--- config.mk ---
export PLATFORM = sky130hd
export DESIGN_NAME = fwuc_top
export DESIGN_NICKNAME = d
export VERILOG_FILES = /design/src/fwuc_pkg.sv /design/src/fwuc_wbuf.sv /design/src/fwuc_top.sv
export SDC_FILE = /design/constraint.sdc
export NUM_CORES = 1
export LEC_CHECK = 0
export BUFFER_PORTS_ARGS = -buffer_cell sky130_fd_sc_hd__buf_2
export CAP_MARGIN = 20
export CORE_AREA = 5 5 254 318
export DETAILED_ROUTE_END_ITERATION = 12
export DIE_AREA = 0 0 259 323
export PLACE_DENSITY = 0.65
export SYNTH_ARGS = -nofsm -noshare
export SYNTH_HDL_FRONTEND = slang
export SYNTH_SLANG_ARGS = --single-unit
export TNS_END_PERCENT = 50
--- constraint.sdc ---
create_clock -name hclk -period 3.31 [get_ports hclk]
set_input_delay 0.4965 -clock hclk [delete_from_list [all_inputs] [get_ports hclk]]
set_output_delay 0.4965 -clock hclk [all_outputs]
set_load 0.1 [all_outputs]
--- src/fwuc_pkg.sv ---
// Constants and types shared by the flash write unlock control block
package fwuc_pkg;
   // Register indices; byte address on the bus is four times the index
   localparam logic [7:0] IDX_RST_CLR = 8'h40;
   localparam logic [7:0] IDX_CTRL = 8'h41;
   localparam logic [7:0] IDX_FARL = 8'h42;
   localparam logic [7:0] IDX_FARH = 8'h4A;
   localparam logic [7:0] IDX_FDL0 = 8'h43;
   localparam logic [7:0] IDX_FDH0 = 8'h4B;
   localparam int NUM_FD = 4;

   // Reset and clear register field positions
   localparam int RSTCLR_BUFCLR_POS = 0;
   localparam int RSTCLR_SWRST_POS = 4;
   localparam logic [7:0] RSTCLR_RST = 8'h00;

   // Control register layout
   typedef struct packed {
      logic wen_ctl;
      logic [2:0] op_mode;
      logic mode_chg;
      logic fwt;
      logic frden;
      logic frd;
   } fwuc_ctrl_s;
   localparam logic [7:0] CTRL_RST = 8'h00;

   // Operating mode codes
   localparam logic [2:0] MODE_WRITE = 3'h0;
   localparam logic [2:0] MODE_ERASE = 3'h1;
   localparam logic [2:0] MODE_READ = 3'h3;
   localparam logic [2:0] MODE_WEN = 3'h6;

   // Unlock key, in order data one low/high to three low/high
   localparam logic [7:0] KEY_B0 = 8'h00;
   localparam logic [7:0] KEY_B1 = 8'h04;
   localparam logic [7:0] KEY_B2 = 8'h0D;
   localparam logic [7:0] KEY_B3 = 8'h09;
   localparam logic [7:0] KEY_B4 = 8'hC3;
   localparam logic [7:0] KEY_B5 = 8'h40;

   // Unlock window timing
   localparam int CLK_MHZ = 125;
   localparam int TICK_NS = 1000;
   localparam int CLK_NS = 8;
   localparam int CYC_PER_TICK = TICK_NS / CLK_NS;
   localparam int UNLOCK_US = 1000;
   localparam int UNLOCK_TICKS = UNLOCK_US * 1000 / TICK_NS;

   // Write buffer geometry
   localparam int WB_AW = 5;
   localparam int WB_DW = 16;
   localparam int WB_DEPTH = 32;

   // Serial programming word length
   localparam int SER_BITS = 16;

   // Unlock sequencer states
   typedef enum logic [1:0] {
      UL_IDLE,
      UL_ARMED,
      UL_CHECK
   } fwuc_ul_e;
endpackage

--- src/fwuc_wbuf.sv ---
// Flash write buffer memory with registered read data
`timescale 1ns/1ns
module fwuc_wbuf (
   // Clock
   input wire logic clk,
   // Write port
   input wire logic we,
   input wire logic [fwuc_pkg::WB_AW-1:0] waddr,
   input wire logic [fwuc_pkg::WB_DW-1:0] wdata,
   // Read port
   input wire logic re,
   input wire logic [fwuc_pkg::WB_AW-1:0] raddr,
   output logic [fwuc_pkg::WB_DW-1:0] rdata
);
   logic [fwuc_pkg::WB_DW-1:0] mem [fwuc_pkg::WB_DEPTH];

   // No reset on the array; the clear walker zeroes it when asked
   always_ff @(posedge clk) begin
      if (we) begin
         mem[waddr] <= wdata;
      end
   end

   // Read data held in a register
   always_ff @(posedge clk) begin
      if (re) begin
         rdata <= mem[raddr];
      end
   end
endmodule

--- src/fwuc_top.sv ---
// Flash write unlock control with AHB-Lite register slave
//
// Chosen here: the AHB-Lite slave port and the register offsets.
`timescale 1ns/1ns
// What this block does
// - Unused reset and clear register bits 7..5 and 3..1 read zero.
// - Writing one to buffer clear bit starts clearing; zero starts nothing.
// - Only software sets buffer clear bit; hardware clears it when done.
// - Mode change in mode 110 starts a 1ms window; key must arrive before expiry.
// - Key bytes 00 04 0D 09 C3 40 compared against data registers.
// - Timeout or wrong key leaves write enable off; retry whole sequence.
// - Every attempt ends with the mode change bit cleared by hardware.
// - With write enable on, mode 000 write via control register works; mode 001 erase does nothing.
// - Clearing control bit relocks writing; no timed sequence needed.
// - Serial programming uses one two-way data pin and external clock.
// - Control bit clears write enable, one has no effect, reads state.
// - Mode 000 write, 001 erase, 011 read, 110 write enable control.
module fwuc_top #(
   parameter int UNLOCK_TICKS = fwuc_pkg::UNLOCK_TICKS
) (
   // Clock and reset
   input wire logic hclk,
   input wire logic hresetn,
   // AHB-Lite slave
   input wire logic hsel,
   input wire logic [31:0] haddr,
   input wire logic [1:0] htrans,
   input wire logic hwrite,
   input wire logic [2:0] hsize,
   input wire logic [31:0] hwdata,
   input wire logic hready,
   output logic hreadyout,
   output logic hresp,
   output logic [31:0] hrdata,
   // Status
   output logic flash_write_enable,
   output logic unlock_busy,
   // Serial programming pins
   input wire logic programming_clock_pin,
   input wire logic programming_data_pin_i,
   output logic programming_data_pin_o,
   output logic programming_data_pin_oe,
   // Serial programming user side
   input wire logic ser_drive,
   input wire logic [fwuc_pkg::SER_BITS-1:0] ser_tx_word,
   output logic [fwuc_pkg::SER_BITS-1:0] ser_rx_word,
   output logic ser_rx_valid
);
   localparam logic [15:0] TICKS_LAST = 16'(UNLOCK_TICKS - 1);
   localparam logic [6:0] PRE_LAST = 7'(fwuc_pkg::CYC_PER_TICK - 1);

   // Bus address phase capture
   logic ap_valid_ff;
   logic ap_write_ff;
   logic [7:0] ap_idx_ff;
   logic ap_hit_ff;
   // Registers
   logic [7:0] far_l_ff;
   logic [7:0] far_h_ff;
   logic [7:0] fdl_ff [fwuc_pkg::NUM_FD];
   logic [7:0] fdh_ff [fwuc_pkg::NUM_FD];
   fwuc_pkg::fwuc_ctrl_s ctrl_ff;
   logic swrst_ff;
   logic bufclr_ff;
   logic wen_ff;
   // Unlock sequencer
   fwuc_pkg::fwuc_ul_e ul_ff;
   logic [6:0] pre_ff;
   logic [15:0] win_ff;
   // Buffer clear walker and read pipe
   logic [fwuc_pkg::WB_AW-1:0] clr_addr_ff;
   logic rd_pend_ff;
   logic [fwuc_pkg::WB_DW-1:0] wb_rdata;
   // Serial programming
   logic [1:0] pck_sync_ff;
   logic [1:0] pda_sync_ff;
   logic pck_old_ff;
   logic [3:0] pbit_ff;
   logic [fwuc_pkg::SER_BITS-1:0] prx_ff;
   logic [fwuc_pkg::SER_BITS-1:0] ptx_ff;
   logic prx_valid_ff;

   // Bus decode
   wire ap_take = hsel && htrans[1] && hready;
   wire ap_hit = (haddr[31:10] == 22'h00_0000) && (haddr[1:0] == 2'b00);
   wire wr_en = ap_valid_ff && ap_write_ff && ap_hit_ff;
   wire [7:0] wd = hwdata[7:0];
   wire wr_rstclr = wr_en && (ap_idx_ff == fwuc_pkg::IDX_RST_CLR);
   wire wr_ctrl = wr_en && (ap_idx_ff == fwuc_pkg::IDX_CTRL);
   wire wr_farl = wr_en && (ap_idx_ff == fwuc_pkg::IDX_FARL);
   wire wr_farh = wr_en && (ap_idx_ff == fwuc_pkg::IDX_FARH);
   wire wr_fdh3 = wr_en && (ap_idx_ff == fwuc_pkg::IDX_FDH0 + 8'h03);

   // Mode decode
   wire mode_wr = ctrl_ff.op_mode == fwuc_pkg::MODE_WRITE;
   wire mode_er = ctrl_ff.op_mode == fwuc_pkg::MODE_ERASE;
   wire mode_rd = ctrl_ff.op_mode == fwuc_pkg::MODE_READ;
   wire mode_wen = ctrl_ff.op_mode == fwuc_pkg::MODE_WEN;

   // Window timing: microsecond tick, then window counter
   wire tick = pre_ff == PRE_LAST;
   wire win_over = tick && (win_ff == TICKS_LAST);
   wire armed = ul_ff == fwuc_pkg::UL_ARMED;

   // Key comparison over the three data register pairs
   wire key_ok = (fdl_ff[1] == fwuc_pkg::KEY_B0) &&
                 (fdh_ff[1] == fwuc_pkg::KEY_B1) &&
                 (fdl_ff[2] == fwuc_pkg::KEY_B2) &&
                 (fdh_ff[2] == fwuc_pkg::KEY_B3) &&
                 (fdl_ff[3] == fwuc_pkg::KEY_B4) &&
                 (fdh_ff[3] == fwuc_pkg::KEY_B5);

   // Buffer operations
   wire clr_busy = bufclr_ff;
   wire clr_done = bufclr_ff && (clr_addr_ff == 5'h1F);
   wire fwt_go = ctrl_ff.fwt && !rd_pend_ff;
   wire do_write = fwt_go && wen_ff && mode_wr && !clr_busy;
   wire do_read = ctrl_ff.frd && ctrl_ff.frden && mode_rd && !rd_pend_ff;
   wire wb_we = clr_busy || do_write;
   wire [fwuc_pkg::WB_AW-1:0] far_a = far_l_ff[fwuc_pkg::WB_AW-1:0];
   wire [fwuc_pkg::WB_AW-1:0] wb_waddr = clr_busy ? clr_addr_ff : far_a;
   wire [fwuc_pkg::WB_DW-1:0] wb_wdata =
      clr_busy ? 16'h0000 : {fdh_ff[0], fdl_ff[0]};

   // Read mux; reserved reset and clear bits stay zero
   wire [7:0] rstclr_rd = {3'b000, swrst_ff, 3'b000, bufclr_ff};
   wire [7:0] ctrl_rd = {wen_ff, ctrl_ff[6:0]};
   wire [7:0] fdl_idx = ap_idx_ff - fwuc_pkg::IDX_FDL0;
   wire [7:0] fdh_idx = ap_idx_ff - fwuc_pkg::IDX_FDH0;
   wire is_fdl = fdl_idx < 8'(fwuc_pkg::NUM_FD);
   wire is_fdh = fdh_idx < 8'(fwuc_pkg::NUM_FD);
   wire [7:0] rd_byte =
      !ap_hit_ff ? 8'h00 :
      (ap_idx_ff == fwuc_pkg::IDX_RST_CLR) ? rstclr_rd :
      (ap_idx_ff == fwuc_pkg::IDX_CTRL) ? ctrl_rd :
      (ap_idx_ff == fwuc_pkg::IDX_FARL) ? far_l_ff :
      (ap_idx_ff == fwuc_pkg::IDX_FARH) ? far_h_ff :
      is_fdl ? fdl_ff[fdl_idx[1:0]] :
      is_fdh ? fdh_ff[fdh_idx[1:0]] : 8'h00;

   // Zero wait states, always OKAY; unmapped reads give zero
   assign hreadyout = 1'b1;
   assign hresp = 1'b0;
   assign hrdata = {24'h00_0000, rd_byte};
   assign flash_write_enable = wen_ff;
   assign unlock_busy = armed;

   // Address phase register
   always_ff @(posedge hclk or negedge hresetn) begin
      if (!hresetn) begin
         ap_valid_ff <= 1'b0;
         ap_write_ff <= 1'b0;
         ap_idx_ff <= 8'h00;
         ap_hit_ff <= 1'b0;
      end else if (hready) begin
         ap_valid_ff <= ap_take;
         ap_write_ff <= hwrite;
         ap_idx_ff <= haddr[9:2];
         ap_hit_ff <= ap_hit;
      end
   end

   // Address registers; high byte keeps only bits 5..0, 7..6 read zero
   always_ff @(posedge hclk or negedge hresetn) begin
      if (!hresetn) begin
         far_l_ff <= 8'h00;
         far_h_ff <= 8'h00;
      end else begin
         if (wr_farl) far_l_ff <= wd;
         if (wr_farh) far_h_ff <= {2'b00, wd[5:0]};
      end
   end

   // Data registers; a buffer read lands in pair zero
   generate
      for (genvar i = 0; i < fwuc_pkg::NUM_FD; i++) begin : g_fd
         wire wl = wr_en && (ap_idx_ff == fwuc_pkg::IDX_FDL0 + 8'(i));
         wire wh = wr_en && (ap_idx_ff == fwuc_pkg::IDX_FDH0 + 8'(i));
         wire ld = rd_pend_ff && (i == 0);
         always_ff @(posedge hclk or negedge hresetn) begin
            if (!hresetn) begin
               fdl_ff[i] <= 8'h00;
               fdh_ff[i] <= 8'h00;
            end else if (ld) begin
               fdl_ff[i] <= wb_rdata[7:0];
               fdh_ff[i] <= wb_rdata[15:8];
            end else begin
               if (wl) fdl_ff[i] <= wd;
               if (wh) fdh_ff[i] <= wd;
            end
         end
      end
   endgenerate

   // Reset and clear register; a new set wins over completion
   always_ff @(posedge hclk or negedge hresetn) begin
      if (!hresetn) begin
         swrst_ff <= fwuc_pkg::RSTCLR_RST[fwuc_pkg::RSTCLR_SWRST_POS];
         bufclr_ff <= fwuc_pkg::RSTCLR_RST[fwuc_pkg::RSTCLR_BUFCLR_POS];
      end else begin
         if (wr_rstclr) swrst_ff <= wd[fwuc_pkg::RSTCLR_SWRST_POS];
         if (wr_rstclr && wd[fwuc_pkg::RSTCLR_BUFCLR_POS]) begin
            bufclr_ff <= 1'b1;
         end else if (clr_done) begin
            bufclr_ff <= 1'b0;
         end
      end
   end

   // Clear walker steps one buffer entry per cycle
   always_ff @(posedge hclk or negedge hresetn) begin
      if (!hresetn) begin
         clr_addr_ff <= 5'h00;
      end else if (clr_busy) begin
         clr_addr_ff <= clr_addr_ff + 5'h01;
      end else begin
         clr_addr_ff <= 5'h00;
      end
   end

   // Control register; hardware owns the self-clearing bits
   always_ff @(posedge hclk or negedge hresetn) begin
      if (!hresetn) begin
         ctrl_ff <= fwuc_pkg::CTRL_RST;
      end else begin
         if (wr_ctrl) begin
            ctrl_ff.op_mode <= wd[6:4];
            ctrl_ff.frden <= wd[1];
         end
         // Mode change bit: set by software only outside an attempt
         if (wr_ctrl && wd[3] && !armed) begin
            ctrl_ff.mode_chg <= 1'b1;
         end else if (ctrl_ff.mode_chg && !mode_wen && !armed) begin
            ctrl_ff.mode_chg <= 1'b0;
         end else if (win_over && armed) begin
            ctrl_ff.mode_chg <= 1'b0;
         end else if (ul_ff == fwuc_pkg::UL_CHECK) begin
            ctrl_ff.mode_chg <= 1'b0;
         end
         // Write cycle takes one clock, set wins over completion
         if (wr_ctrl && wd[2]) begin
            ctrl_ff.fwt <= 1'b1;
         end else if (fwt_go && !clr_busy) begin
            ctrl_ff.fwt <= 1'b0;
         end
         // Read cycle ends when the data lands in pair zero
         if (wr_ctrl && wd[0]) begin
            ctrl_ff.frd <= 1'b1;
         end else if (rd_pend_ff || (ctrl_ff.frd && !ctrl_ff.frden)) begin
            ctrl_ff.frd <= 1'b0;
         end
         ctrl_ff.wen_ctl <= 1'b0;
      end
   end

   // Read pipe: one cycle for the registered buffer output
   always_ff @(posedge hclk or negedge hresetn) begin
      if (!hresetn) begin
         rd_pend_ff <= 1'b0;
      end else begin
         rd_pend_ff <= do_read;
      end
   end

   // Unlock sequencer: arm, wait for last key byte or timeout, check
   always_ff @(posedge hclk or negedge hresetn) begin
      if (!hresetn) begin
         ul_ff <= fwuc_pkg::UL_IDLE;
      end else begin
         case (ul_ff)
            fwuc_pkg::UL_IDLE: begin
               if (ctrl_ff.mode_chg && mode_wen) begin
                  ul_ff <= fwuc_pkg::UL_ARMED;
               end
            end
            fwuc_pkg::UL_ARMED: begin
               if (win_over) begin
                  ul_ff <= fwuc_pkg::UL_IDLE;
               end else if (wr_fdh3) begin
                  ul_ff <= fwuc_pkg::UL_CHECK;
               end
            end
            default: begin
               ul_ff <= fwuc_pkg::UL_IDLE;
            end
         endcase
      end
   end

   // Window prescaler and counter run only while armed
   always_ff @(posedge hclk or negedge hresetn) begin
      if (!hresetn) begin
         pre_ff <= 7'h00;
         win_ff <= 16'h0000;
      end else if (!armed) begin
         pre_ff <= 7'h00;
         win_ff <= 16'h0000;
      end else begin
         pre_ff <= tick ? 7'h00 : pre_ff + 7'h01;
         if (tick) win_ff <= win_ff + 16'h0001;
      end
   end

   // Write enable: only a good key sets it; clearing the bit relocks
   always_ff @(posedge hclk or negedge hresetn) begin
      if (!hresetn) begin
         wen_ff <= 1'b0;
      end else if (ul_ff == fwuc_pkg::UL_CHECK && key_ok) begin
         wen_ff <= 1'b1;
      end else if (wr_ctrl && !wd[7]) begin
         wen_ff <= 1'b0;
      end
   end

   // Buffer memory
   fwuc_wbuf fwuc_wbuf_inst (
      .clk(hclk),
      .we(wb_we),
      .waddr(wb_waddr),
      .wdata(wb_wdata),
      .re(do_read),
      .raddr(far_a),
      .rdata(wb_rdata)
   );

   // Pin synchronisers; first stage feeds only the second
   always_ff @(posedge hclk or negedge hresetn) begin
      if (!hresetn) begin
         pck_sync_ff <= 2'b00;
         pda_sync_ff <= 2'b00;
         pck_old_ff <= 1'b0;
      end else begin
         pck_sync_ff <= {pck_sync_ff[0], programming_clock_pin};
         pda_sync_ff <= {pda_sync_ff[0], programming_data_pin_i};
         pck_old_ff <= pck_sync_ff[1];
      end
   end

   wire pck_rise = pck_sync_ff[1] && !pck_old_ff;
   wire pck_fall = !pck_sync_ff[1] && pck_old_ff;
   wire word_end = pck_rise && (pbit_ff == 4'hF);

   // Serial shift: sample on rising clock, drive on falling clock
   always_ff @(posedge hclk or negedge hresetn) begin
      if (!hresetn) begin
         pbit_ff <= 4'h0;
         prx_ff <= 16'h0000;
         ptx_ff <= 16'h0000;
         prx_valid_ff <= 1'b0;
         ser_rx_word <= 16'h0000;
      end else begin
         prx_valid_ff <= word_end;
         if (pck_rise) begin
            prx_ff <= {prx_ff[14:0], pda_sync_ff[1]};
            pbit_ff <= pbit_ff + 4'h1;
         end
         if (word_end) begin
            ser_rx_word <= {prx_ff[14:0], pda_sync_ff[1]};
            ptx_ff <= ser_tx_word;
         end else if (pck_fall && pbit_ff != 4'h0) begin
            ptx_ff <= {ptx_ff[14:0], 1'b0};
         end
      end
   end

   // Data pin shares one wire for both directions
   assign programming_data_pin_o = ptx_ff[15];
   assign programming_data_pin_oe = ser_drive;
   assign ser_rx_valid = prx_valid_ff;
endmodule

* Word-level counts from Yosys, hierarchy flattened
Memories as Yosys holds them, arrays and structs flattened. A register that Yosys moved wholly into a read port is not among the register bits. Index checks and enable logic that the tools add are counted.
Operators by class: bitwise logic cells 2, add/subtract/negate cells 6, div/mod/pow operators 0, shift-type cells 0, magnitude comparators 4, multipliers 0, muxes and demuxes 44, equal/unequal tests 28, reduce and logical (&&, ||, !) cells 73
Operators with widths (count):
- $mux W8 | 15
- $eq A8 B7 Y1 const B | 13
- $mux W16 | 5
- $logic_and A1 B1 Y1 | 48
- $bmux W8 S2 | 2
- $logic_not A22 Y1 | 1
- $add A16 B1 Y16 const B | 1
- $eq A16 B10 Y1 const B | 1
- $eq A8 B4 Y1 const B | 2
- $lt A8 B3 Y1 const B | 2
- $sub A8 B7 Y8 const B | 2
- $mux W1 | 14
- $mux W7 | 2
- $reduce_bool A2 Y1 | 7
- $mux W5 | 2
- $eq A8 B3 Y1 const B | 1
- $eq A8 B8 Y1 const B | 1
- $logic_not A1 Y1 | 8
- $logic_not A8 Y1 | 1
- $reduce_bool A4 Y1 | 2
- $add A7 B1 Y7 const B | 1
- $eq A7 B7 Y1 const B | 1
- $ge A3 B3 Y1 const B | 2
- $mux W2 | 3
- 16 further kinds | 20
Storage, ports and cells: memories 1, bits in writable memories 512, bits in registers 187, bits of input ports 93, bits in read-only memories 0, latch bits 0
Memories:
- fwuc_wbuf_inst.mem | depth 32, width 16, rd ports 1, clocked after Yosys merged registers in 1, wr ports 1, line fwuc_wbuf.sv:15 | logic [fwuc_pkg::WB_DW-1:0] mem [fwuc_pkg::WB_DEPTH];

* Longest topological paths before layout
depth in word-level cells 12, mapped depth 9, gate-level depth less buffers 7

* Hierarchy
Synthesis repeated with hierarchy kept, for this count alone.
Unflattened totals: cell total of the unflattened synthesis 1960, area, all modules 29909.9 um2
Modules (own cells, without submodules):
- fwuc_wbuf | cells an instance 1143, area each 20696.1 um2, seq. area each 15855.2 um2, instances 1
- fwuc_top | cells an instance 817, area each 9213.8 um2, seq. area each 4679.5 um2, instances 1

* Worst setup path before layout
Ideal clock, no wire load.
path type flip-flop to output port, start point reg ap_idx_ff[0], end point out hrdata[5], cell stages (with the launch flop) 10, arrival time 4605 ps, slack -1791 ps, cells stage by stage dfrtp_1 buf_2 buf_2 inv_1 ha_1 clkbuf_1 clkbuf_1 mux4_2 a22oi_1 a221oi_1
On the way: longest elaborated chain between the ends 12
RTL lines:
- start, declared | line fwuc_top.sv:55 | logic [7:0] ap_idx_ff;
- start signal, assigned | line fwuc_top.sv:158 | ap_idx_ff <= haddr[9:2];
- parallel branches: the longest is 10 deep, another holds $sub A8 B7 Y8
- $mux W8 * | line fwuc_top.sv:134 | (ap_idx_ff == fwuc_pkg::IDX_RST_CLR) ? rstclr_rd :
- $mux W8 * | line fwuc_top.sv:133 | !ap_hit_ff ? 8'h00 :
- end, declared | line fwuc_top.sv:34 | output logic [31:0] hrdata,
Every way passes the cells marked *. The select of a mux whose other input is x is not followed.

* Worst setup path after layout
start point reg ap_idx_ff[1], end point out hrdata[4]
The elaborated chain is that of the path after synthesis.

==> impl_metrics.py <==
metrics = {
    "status": {
        "status": "finished, final reports clean",
    },
    "global_routing": {
        "antenna_found_initial": 2,
        "grt_pass1_wl_um": 102000,
        "first_global_vias": 16000,
        "grt-ovfl-total": 0,
        "grtUsageTotal_pct": 16.0,
        "grt_max_degree": 100,
    },
    "synth": {
        "synth_edf_count": 528,
        "synthSimpleGateAreaFrac_pct": 5.07,
        "synth_compound_area_share_pct": 2.32,
        "yosysSeqAreaShare_pct": 70.4,
        "synth_area_um2": 29200,
        "synth-async-reset-ratio_pct": 26.2,
        "synth_adder_area_share_pct": 0.472,
        "synth_top_family_by_area": "multiplexers",
        "synth_mux_area_share_pct": 18.9,
        "yosysWarnings": 0,
        "synth_xor_area_share_pct": 0.660,
        "synth_flop_cell": "edfxtp_1",
        "synth.avg_cell_area_um2": 18.3,
        "ys_types": 57,
        "synth_cells": 1596,
        "synth.ff_latch_count": 715,
    },
    "sta": {
        "fin_crit_sh_pct": 96.4,
        "skew_ns": 0.0224,
        "setup_violations": 0,
        "final_hold_viol_count": 0,
        "period_needed_ns": 3.19,
        "slew_headroom_pct": 26.4,
        "hold-worst-slack_ns": 0.111,
        "drv_slew": 0,
        "fin_setup_tns_ns": 0,
        "worst_pin_slew_ns": 1.10,
        "rsz0062_at_grt": "true",
        "fmax_mhz": 313,
    },
    "worst_hold_path": {
        "holdCritPathClass": "input pin to flip-flop",
    },
    "clock_tree": {
        "clkSinkCount": 715,
        "clk_pin_slew_worst_paths_ns": 0.06,
        "numCtsBuffers": 70,
        "clk_latency_ns": 0.63,
        "cts_tree": "done",
        "cts_root_buf": "clkbuf_16",
        "cts.htree.levels": 3,
        "cts.path.max_buffers": 3,
    },
    "placement": {
        "port_buffers": 91,
        "dp_hpwl_um": 41400,
        "dpl_cell_area_um2": 31500,
        "place_congestion": 0.881,
    },
    "routing": {
        "drt-pass1-iter-count": 5,
        "via_count": 15200,
        "wl_per_cell_um": 23.5,
        "wl_um": 67500,
        "viasPerCell": 5.29,
        "first_iter_violations": 1330,
        "drc_errors": 0,
        "postRouteAntennaNets": 0,
    },
    "cells_and_area": {
        "final_cell_area_um2": 34000,
        "drive_gt1_share_pct": 34.5,
        "area_delta_synth_final_pct": 16.6,
        "mostFrequentLayoutCell": "edfxtp_1",
        "nets": 1872,
        "n_fill_cell": 6535,
        "antenna-diode-count": 0,
        "layout_common_cells": "edfxtp_1 (528), dfrtp_1 (180), mux4_2 (176), nand2_1 (110), mux2_2 (93)",
    },
    "power": {
        "sequentialPowerShare_pct": 51.1,
        "p_leak_nw": 11.0,
        "p_int_w": 0.0151,
        "pwr-share-comb_pct": 9.8,
        "power.share.clock_pct": 39.1,
        "p_per_area_nw_per_um2": 588,
        "power_switching_w": 0.00494,
        "sw_frac_of_total_pct": 24.7,
        "peakVddDrop_mv": 0.321,
    },
    "floorplan": {
        "coreArea_um2": 77200,
        "start_util_pct": 37.8,
        "rows": 114,
        "pin_count": 148,
        "chipHeight_um": 323,
        "die_w_um": 259,
        "dieArea_um2": 83700,
    },
    "worst_setup_path": {
        "crit_fanout": 7,
        "max_stage_delay_ns": 0.44,
        "endpoint_kind": "output pin",
        "worst_path_max_delay_cell": "dfrtp_2",
        "cp_data_required_time_ns": 2.81,
        "crit_arrival_ns": 2.69,
        "worstSetupPathType": "flip-flop to output pin",
        "cp-start-kind": "flip-flop",
        "path_cells": "inv_1 -> ha_4 -> buf_4 -> mux4_2 -> a22oi_1 -> a221oi_4 -> buf_12",
    },
    "flow_run": {
        "maxCapViolations": 0,
    },
}
[metal layers]
| metal | GRT usage (%) | up-vias | part of all wire [%] |
|---|---|---|---|
| li1 | - | 6616 | - |
| met1 | 19.8 | 7965 | 38 |
| met2 | 28.4 | 487 | 52 |
| met3 | 2.74 | 106 | 6.0 |
| met4 | 6.08 | 4 | 3.5 |
| met5 | 0 | - | 0.044 |
[stage by stage]
| stage | utilization (%) | power [W] | std cells | setup WS [ns] |
|---|---|---|---|---|
| finish | 44.1 | 0.0200 | 2869 | 0.120 |
| global route | 44.1 | 0.0207 | 2869 | -0.0186 |
| CTS | 44.0 | 0.0202 | 2864 | -0.0126 |
| detailed placement | 40.9 | 0.0123 | 2728 | 0.412 |
| global placement | 40.8 | 0.0123 | 2726 | 0.409 |
| floorplan | - | 0.0118 | 1620 | 0.0192 |
[final timing paths]
kind / start / to / slack (ns) / cells past startpoint
worst max-delay path: ap_idx_ff[1]$_DFFE_PN0P_ / hrdata[4] / 0.12 / 7
worst min-delay path: haddr[3] / ap_idx_ff[1]$_DFFE_PN0P_ / 0.11 / 3
worst max register to register: far_l_ff[1]$_DFFE_PN0P_ / fwuc_wbuf_inst.rdata[0]$_DFFE_PP_ / 0.63 / 4
worst min register to register: pck_sync_ff[0]$_DFF_PN0_ / pck_sync_ff[1]$_DFF_PN0_ / 0.35 / 0
max in group asynchronous: hresetn / far_l_ff[2]$_DFFE_PN0P_ / 1.90 / 3
min in group asynchronous: hresetn / ap_idx_ff[2]$_DFFE_PN0P_ / 0.57 / 2
[power by group through the flow]
| stage | logic, W | registers, W | clock network, W |
|---|---|---|---|
| 2_1_floorplan | 0.00103 | 0.0108 | 0 |
| 3_3_place_gp | 0.00189 | 0.0104 | 0 |
| 3_5_place_dp | 0.00194 | 0.0104 | 0 |
| 4_1_cts | 0.00197 | 0.0102 | 0.00801 |
| 5_1_grt | 0.00209 | 0.0103 | 0.00836 |
| 6_report | 0.00196 | 0.0102 | 0.00783 |
[timing repair]
item,CTS,global route
hold endpoints to repair,25,0
setup buffers,4,0
pin swaps,2,5
resized for setup,12,12
hold buffers,3,0
endpoints found under the setup margin,8,8
[cell usage after synthesis, drive strengths merged, types with 3 or more instances]
library cell,instances,area (um^2)
nor2,68,255
nand2,110,413
o21ai,39,195
a22oi,21,158
nand4,10,62.6
clkbuf,52,195
nor4b,7,76.3
a21oi,12,60.1
xor2,8,70.1
xnor2,14,123
a221oi,6,52.6
nand3,19,95.1
a211oi,3,22.5
or3,5,31.3
mux4,176,3960
a32oi,5,43.8
o211ai,3,22.5
nand2b,6,37.5
dfrtp,187,4680
nor3,17,101
ha,11,138
and2,9,56.3
inv,18,67.6
nand3b,5,37.5
nor4,10,62.6
and4,5,43.8
mux2i,22,220
edfxtp,528,15900
o22ai,8,50.1
nor2b,20,125
buf,54,384
mux2,117,1320
[area by class of cell]
cell class                      count  area, um^2  share of cell area [%]
Tap cell                         1044        1310                    3.84
Multi-Input combinational cell    781        8400                    24.7
Sequential cell                   715       20500                    60.4
Inverter                           18        67.6                   0.199
Clock inverter                     42         425                    1.25
Timing Repair Buffer              182        1460                    4.29
Clock buffer                       87        1820                    5.35
[cell families after synthesis]
logic type | count (synthesis)
AO/OA/AOI/OAI | 106
other | 2
AND/OR/NAND/NOR | 301
adder cells (fa/ha/maj) | 11
buffers and inverters | 124
multiplexers | 315
flip-flops | 715
XOR/XNOR | 22
[sequential cells by signal, summed over array words and instances, names as in the netlist, 2 cells and up]
register and flops:
pbit_ff 4, fwuc_wbuf_inst.rdata 16, far_l_ff 8, clr_addr_ff 5, ptx_ff 16, pre_ff 7
ctrl_ff 7, fwuc_wbuf_inst.mem 512, pda_sync_ff 2, fdh_ff 32, ul_ff 2, win_ff 16
ser_rx_word 16, pck_sync_ff 2, fdl_ff 32, ap_idx_ff 8, prx_ff 15, far_h_ff 6
[critical path: cells and delay by family, from the launching register on]
family | cells | cell delay, ns
buf+inv | 3 | 0.52
fa+ha+maj | 1 | 0.36
mux | 1 | 0.32
compound gates | 2 | 0.46
flops | 1 | 0.44
Note: power is estimated with default switching activity, not from simulation.
